## config.mk

```make
export PLATFORM = sky130hd
export DESIGN_NAME = analog_input_select
export DESIGN_NICKNAME = d
export VERILOG_FILES = /design/src/verilog/amux_pkg.sv /design/src/verilog/analog_input_select.sv
export SDC_FILE = /design/constraint.sdc
export NUM_CORES = 1
export LEC_CHECK = 0
export ABC_CLOCK_PERIOD_IN_PS = 3000
export BUFFER_PORTS_ARGS = -buffer_cell sky130_fd_sc_hd__buf_2
export CAP_MARGIN = 20
export CORE_MARGIN = 2
export CORE_UTILIZATION = 50
export DETAILED_ROUTE_END_ITERATION = 16
export HOLD_SLACK_MARGIN = 0.02
export PLACE_DENSITY_LB_ADDON = 0.15
export SETUP_SLACK_MARGIN = 0.2
export SYNTH_ARGS = -nofsm -noshare
export SYNTH_HDL_FRONTEND = slang
export SYNTH_SLANG_ARGS = --single-unit
```

## constraint.sdc

```tcl
create_clock -name clk -period 3 [get_ports clk]
set_input_delay 0.6 -clock clk [delete_from_list [all_inputs] [get_ports clk]]
set_output_delay 0.6 -clock clk [all_outputs]
set_load 0.005 [all_outputs]
```

## src/verilog/amux_pkg.sv

```systemverilog
package amux_pkg;
  localparam logic [7:0] SelectOffset = 8'hbb;
  localparam logic [7:0] ResultHighOffset = 8'hbf;
  localparam logic [7:0] ResultLowOffset = 8'hbe;
  localparam logic [7:0] ConfigOffset = 8'hbd;
  localparam logic [7:0] SelectReset = 8'h00;
  localparam logic [7:0] ResultReset = 8'h00;
  localparam logic [7:0] ConfigReset = 8'h00;
  localparam int EnableBit = 5;
  localparam int AlignBit = 0;
  localparam int DiffBit = 1;
  localparam int NumPorts = 4;
  localparam int PinsPerPort = 8;

  typedef struct packed {
    logic [1:0] unused;
    logic enable;
    logic [1:0] port;
    logic [2:0] pin;
  } select_t;

  typedef struct packed {
    logic [7:0] addr;
    logic [7:0] wdata;
    logic wr;
    logic rd;
  } bus_req_t;

  typedef struct packed {
    logic valid;
    logic differential;
    logic [11:0] data;
  } conv_result_t;
endpackage

```

## src/verilog/analog_input_select.sv

```systemverilog
// Chosen here: the strobed register port.
`timescale 1ns/1ps
module analog_input_select
  import amux_pkg::*;
(
  input wire logic clk,
  input wire logic resetn,
  input wire logic clkEn,
  input wire amux_pkg::bus_req_t busReq,
  output logic [7:0] rdata,
  input wire amux_pkg::conv_result_t convResult,
  output logic [NumPorts*PinsPerPort-1:0] analogSel,
  output logic [NumPorts*PinsPerPort-1:0] digitalKeep,
  output logic [NumPorts*PinsPerPort-1:0] analogPinSelected
);
  import amux_pkg::*;

  select_t sel_q;
  logic [7:0] cfg_q;
  logic [11:0] result_q;
  logic resultDiff_q;
  logic [7:0] rdata_q;
  logic [NumPorts*PinsPerPort-1:0] route_q;
  logic [NumPorts*PinsPerPort-1:0] route_d;
  logic [NumPorts*PinsPerPort-1:0] keep_q;
  logic [4:0] selIndex;
  logic [7:0] resultHigh;
  logic [7:0] resultLow;

  function automatic logic [4:0] pinIndex(input select_t s);
    pinIndex = {s.port, s.pin};
  endfunction

  function automatic logic writeHit(input bus_req_t r, input logic [7:0] offset);
    writeHit = r.wr && (r.addr == offset);
  endfunction

  function automatic logic readHit(input bus_req_t r, input logic [7:0] offset);
    readHit = r.rd && (r.addr == offset);
  endfunction

  assign selIndex = pinIndex(sel_q);

  always_ff @(posedge clk or negedge resetn) begin
    if (!resetn) begin
      sel_q <= SelectReset;
    end else if (clkEn && writeHit(busReq, SelectOffset)) begin
      sel_q <= {2'h0, busReq.wdata[5:0]};
    end
  end

  always_ff @(posedge clk or negedge resetn) begin
    if (!resetn) begin
      cfg_q <= ConfigReset;
    end else if (clkEn && writeHit(busReq, ConfigOffset)) begin
      cfg_q <= {6'h00, busReq.wdata[1:0]};
    end
  end

  // Converter result wins over a software write in the same cycle
  always_ff @(posedge clk or negedge resetn) begin
    if (!resetn) begin
      result_q <= 12'h000;
      resultDiff_q <= 1'b0;
    end else if (clkEn) begin
      if (convResult.valid) begin
        result_q <= convResult.data;
        resultDiff_q <= convResult.differential;
      end else if (writeHit(busReq, ResultHighOffset)) begin
        if (cfg_q[AlignBit]) begin
          result_q[11:4] <= busReq.wdata;
        end else begin
          result_q[11:8] <= busReq.wdata[3:0];
        end
      end else if (writeHit(busReq, ResultLowOffset)) begin
        if (cfg_q[AlignBit]) begin
          result_q[3:0] <= busReq.wdata[7:4];
        end else begin
          result_q[7:0] <= busReq.wdata;
        end
      end
    end
  end

  always_comb begin
    if (cfg_q[AlignBit]) begin
      resultHigh = result_q[11:4];
      resultLow = {result_q[3:0], 4'h0};
    end else begin
      resultHigh = {{4{resultDiff_q & result_q[11]}}, result_q[11:8]};
      resultLow = result_q[7:0];
    end
  end

  // Single-hot routing; a port write alone never widens it to the whole port
  always_comb begin
    route_d = '0;
    if (sel_q.enable) begin
      route_d[selIndex] = 1'b1;
    end
  end

  always_ff @(posedge clk or negedge resetn) begin
    if (!resetn) begin
      route_q <= '0;
    end else if (clkEn) begin
      route_q <= route_d;
    end
  end

  // Own flop so the keep outputs come straight from a register
  always_ff @(posedge clk or negedge resetn) begin
    if (!resetn) begin
      keep_q <= '1;
    end else if (clkEn) begin
      keep_q <= ~route_d;
    end
  end

  always_ff @(posedge clk or negedge resetn) begin
    if (!resetn) begin
      rdata_q <= 8'h00;
    end else if (clkEn) begin
      if (busReq.rd) begin
        unique case (busReq.addr)
          SelectOffset: rdata_q <= sel_q;
          ResultHighOffset: rdata_q <= resultHigh;
          ResultLowOffset: rdata_q <= resultLow;
          ConfigOffset: rdata_q <= cfg_q;
          default: rdata_q <= 8'h00;
        endcase
      end else begin
        rdata_q <= 8'h00;
      end
    end
  end

  assign rdata = rdata_q;
  assign analogSel = route_q;
  assign analogPinSelected = route_q;
  assign digitalKeep = keep_q;

  // Routing and keep outputs
  a_single_pin: assert property (@(posedge clk) disable iff (!resetn)
    $countones(route_q) <= 1)
    else $error("more than one pin routed");
  a_disable_none: assert property (@(posedge clk) disable iff (!resetn)
    clkEn && !sel_q.enable |=> route_q == '0)
    else $error("pin routed while disabled");
  a_route_index: assert property (@(posedge clk) disable iff (!resetn)
    clkEn && sel_q.enable |=> route_q[$past(selIndex)])
    else $error("wrong pin routed");
  a_pin_decode: assert property (@(posedge clk) disable iff (!resetn)
    clkEn && sel_q.enable |=> route_q[PinsPerPort*$past(sel_q.port) + $past(sel_q.pin)])
    else $error("pin field decode wrong");
  a_one_port: assert property (@(posedge clk) disable iff (!resetn)
    clkEn && sel_q.enable
    |=> route_q == ({{(NumPorts*PinsPerPort-1){1'b0}}, 1'b1} << $past(selIndex)))
    else $error("route not exactly one pin");
  a_others_digital: assert property (@(posedge clk) disable iff (!resetn)
    (digitalKeep ^ route_q) == '1)
    else $error("digital keep mismatch");
  a_keep_routed: assert property (@(posedge clk) disable iff (!resetn)
    clkEn && sel_q.enable
    |=> !digitalKeep[$past(selIndex)])
    else $error("routed pin still kept digital");
  a_keep_count: assert property (@(posedge clk) disable iff (!resetn)
    $countones(digitalKeep) >= NumPorts*PinsPerPort - 1)
    else $error("too few pins kept digital");
  a_enable_freeze: assert property (@(posedge clk) disable iff (!resetn)
    !clkEn |=> $stable(route_q) && $stable(keep_q) && $stable(rdata_q))
    else $error("state moved while clock enable low");

  // Read port, converter result load and select write
  a_left_high: assert property (@(posedge clk) disable iff (!resetn)
    clkEn && readHit(busReq, ResultHighOffset) && cfg_q[AlignBit]
    |=> rdata == $past(result_q[11:4]))
    else $error("left aligned high wrong");
  a_right_high: assert property (@(posedge clk) disable iff (!resetn)
    clkEn && readHit(busReq, ResultHighOffset) && !cfg_q[AlignBit]
    |=> rdata[3:0] == $past(result_q[11:8]))
    else $error("right aligned high nibble wrong");
  a_low_align: assert property (@(posedge clk) disable iff (!resetn)
    clkEn && readHit(busReq, ResultLowOffset) && cfg_q[AlignBit]
    |=> rdata[3:0] == 4'h0)
    else $error("left aligned low nibble not zero");
  a_left_low: assert property (@(posedge clk) disable iff (!resetn)
    clkEn && readHit(busReq, ResultLowOffset) && cfg_q[AlignBit]
    |=> rdata[7:4] == $past(result_q[3:0]))
    else $error("left aligned low upper nibble wrong");
  a_right_low: assert property (@(posedge clk) disable iff (!resetn)
    clkEn && readHit(busReq, ResultLowOffset) && !cfg_q[AlignBit]
    |=> rdata == $past(result_q[7:0]))
    else $error("right aligned low wrong");
  a_sign_ext: assert property (@(posedge clk) disable iff (!resetn)
    clkEn && readHit(busReq, ResultHighOffset) && !cfg_q[AlignBit]
    |=> rdata[7:4] == {4{$past(resultDiff_q) & rdata[3]}})
    else $error("upper nibble extension wrong");
  a_single_zero: assert property (@(posedge clk) disable iff (!resetn)
    clkEn && readHit(busReq, ResultHighOffset) && !cfg_q[AlignBit] && !resultDiff_q
    |=> rdata[7:4] == 4'h0)
    else $error("single ended upper nibble not zero");
  a_result_load: assert property (@(posedge clk) disable iff (!resetn)
    clkEn && convResult.valid |=> result_q == $past(convResult.data))
    else $error("converter result not loaded");
  a_select_write: assert property (@(posedge clk) disable iff (!resetn)
    clkEn && writeHit(busReq, SelectOffset)
    |=> sel_q == {2'b00, $past(busReq.wdata[5:0])})
    else $error("select write not stored");
  a_select_read: assert property (@(posedge clk) disable iff (!resetn)
    clkEn && readHit(busReq, SelectOffset)
    |=> rdata == {2'b00, $past(sel_q[5:0])})
    else $error("select readback wrong");
  a_config_read: assert property (@(posedge clk) disable iff (!resetn)
    clkEn && readHit(busReq, ConfigOffset) |=> rdata[7:2] == 6'h00)
    else $error("config upper bits not zero");
  a_read_idle: assert property (@(posedge clk) disable iff (!resetn)
    clkEn && !busReq.rd |=> rdata == 8'h00)
    else $error("read data without a read");
endmodule
```

==> results_dict.tcl <==
set metrics [dict create \
    cp.arrival_ps 2170 \
    area_delta_synth_final_pct 16.36 \
    rsz0062_at_grt "false" \
    setup_viol 0 \
    ys_seq_area_share_pct 53.64 \
    dpl_cell_area_um2 4947 \
    drt_iter0_drc 147 \
    die_w_um 97.95 \
    cts_tree "built" \
    std_cell_rows 34 \
    synth_seq_cells 93 \
    maxSlewHeadroom_pct 48.54 \
    cts_root_buf "clkbuf_8" \
    maxSlewViolCount 0 \
    syn-num-nets 429 \
    grt_pass1_wl_um 17280 \
    status "finished clean" \
    fin_nets 527 \
    ys_warn_count 0 \
    end_kind "flip-flop" \
    grt_use_total_pct 22.71 \
    async_flop_share_pct 100.0 \
    irDropWorstVdd_v 0.0001962 \
    power_w 0.002326 \
    core_area_um2 8636 \
    final_layout_size_suffix_gt1_share_pct 44.67 \
    nFillCells 759 \
    synth_flop_cell "dfrtp_1" \
    timing.hold.ws_ps 170.4 \
    fp.dieH_um 97.95 \
    critPathKind "reg2reg" \
    postCtsResizedCells 0 \
    die-area_um2 9593 \
    cts_buffer_depth 2 \
    place_congestion 0.8664 \
    cts_buffers 9 \
    htree_levels 3 \
    clkTransAtPathRegs_ps 100 \
    clock-sinks 93 \
    grt_max_degree 36 \
    grt_pass1_vias 3280 \
    synth.avg_cell_area_um2 11.20 \
    antenna_found_initial 0 \
    port_buffers 138 \
    routed_wl_um 10690 \
    clkLatencyLatePin_ps 370 \
    p_leak_nw 2.515 \
    start_util_pct 51.10 \
    final_area_um2 5135 \
    grt_overflow_total 0 \
    startpoint_type "flip-flop" \
    antenna_cells 0 \
    ys_types 55 \
    cap_viol_max_count 0 \
    cts_hold_buf 0 \
    drt-pass1-iter-count 4 \
    synth_cells 394 \
    dp.final_hpwl_um 7633 \
    ios 139 \
    hold_viol 0 \
    powerDensity_nw_per_um2 453.0 \
    via_per_inst 5.602 \
    remaining_drc_errors 0 \
    tightest_slew_ps 771.9 \
    required_ps 3280 \
    route.antenna.remaining_nets 0 \
    syn_area_um2 4413 \
    finalClockSkew_ps 17.86 \
    vias 3389 \
    tns_ps 0 \
    wl_per_cell_um 17.67 \
    finalCritPeriodShare_pct 62.73 \
    synth_edf_count 0 \
    postCtsSetupBuffers 0 \
    fmax_mhz 531.4 \
    final.min_clock_period_ps 1882 \
    crit_fanout 23 \
    hold_path_class "in2async" \
]
==> power by group <==
| part | leakage [nW] | total (W) | switching [W] | internal (W) |
|---|---|---|---|---|
| sequential | 1.16 | 0.00132 | 0.0000379 | 0.00129 |
| combinational | 1.27 | 0.000198 | 0.000117 | 0.0000818 |
| clock | 0.0903 | 0.000803 | 0.000467 | 0.000336 |
| total | 2.52 | 0.00233 | 0.000622 | 0.00170 |
==> state kept, by name, summed over array words and instances (netlist names) <==
| signal | flops |
|---|---|
| rdata | 8 |
| sel_q | 1 |
| result_q | 12 |
| analogPinSelected | 32 |
| resultDiff_q | 1 |
| selIndex | 5 |
| digitalKeep | 32 |
| cfg_q | 2 |
==> Yosys cell counts, types with 9 or more instances <==
master	number	share of area, %
a21oi_1	29	3.3
a22o_1	21	4.2
buf_4	33	5.6
clkbuf_1	12	1.0
dfrtp_1	61	35
dfstp_2	32	19
inv_1	16	1.4
mux2_2	16	4.1
mux2i_1	13	2.9
nand2_1	14	1.2
nor2_1	26	2.2
o21a_1	9	1.5
o21ai_0	12	1.4
o2bb2ai_1	11	2.2
==> area by class of cell <==
class	instances	area (um2)	share of cell area, %
sequential	93	2367	46.10
multi-input combinational	225	1615	31.46
timing repair buffer	146	765.7	14.91
clock buffer	10	137.6	2.680
tap	108	135.1	2.632
inverter	17	63.81	1.243
clock inverter	6	50.05	0.9747
==> path summary, 6_finish.rpt <==
path	startpoint	endpoint	slack [ps]	cells past startpoint
max	cfg_q[0]	result_q[7]	1120	4
min	resetn	resultDiff_q	170	1
max reg2reg	cfg_q[0]	result_q[7]	1120	4
min reg2reg	digitalKeep[30]	digitalKeep[30]	490	2
max in group asynchronous	resetn	digitalKeep[0]	2070	2
min in group clk	convResult[12]	resultDiff_q	460	2
==> through the flow <==
| stage | cells | worst slack, ps | utilization (%) |
|---|---|---|---|
| after global routing | 605 | 965.7 | 59.46 |
| after global placement | 589 | 809.5 | 57.29 |
| after CTS | 605 | 1119 | 59.46 |
| final | 605 | 1118 | 59.46 |
| after floorplan | 394 | 1172 | - |
| after detailed placement | 589 | 746.6 | 57.29 |
==> metal layers <==
| layer | global-route usage, % | part of all wire, % |
|---|---|---|
| met4 | 5.983 | 1.1 |
| met2 | 35.04 | 48 |
| met5 | 0 | 0 |
| met3 | 4.438 | 5.1 |
| met1 | 33.19 | 46 |
==> cells by family after synthesis <==
logic type / synth area share, %
AOI/OAI and AO/OA: 17.72
DFF: 53.64
and+or+nand+nor: 11.28
buffers and inverters: 9.867
muxes: 7.286
xor gates and xnor gates: 0.1985
==> worst max-delay path: stages (launching register included) <==
cell and delay (ps):
dfrtp_1 850, xor2_1 140, o41a_1 480, nand2b_4 200, o21ai_1 130
==> cell usage in the layout (no fill, tap or decap), types with 12 or more instances in the layout <==
| cell type | count |
|---|---|
| dfrtp_1 | 61 |
| inv_1 | 16 |
| buf_2 | 137 |
| nor2_1 | 26 |
| a21oi_1 | 29 |
| mux2_2 | 16 |
| a22o_1 | 21 |
| o21ai_0 | 12 |
| dfstp_2 | 32 |
| mux2i_1 | 13 |
| nand2_1 | 14 |
(Power assumes the default switching activity.)
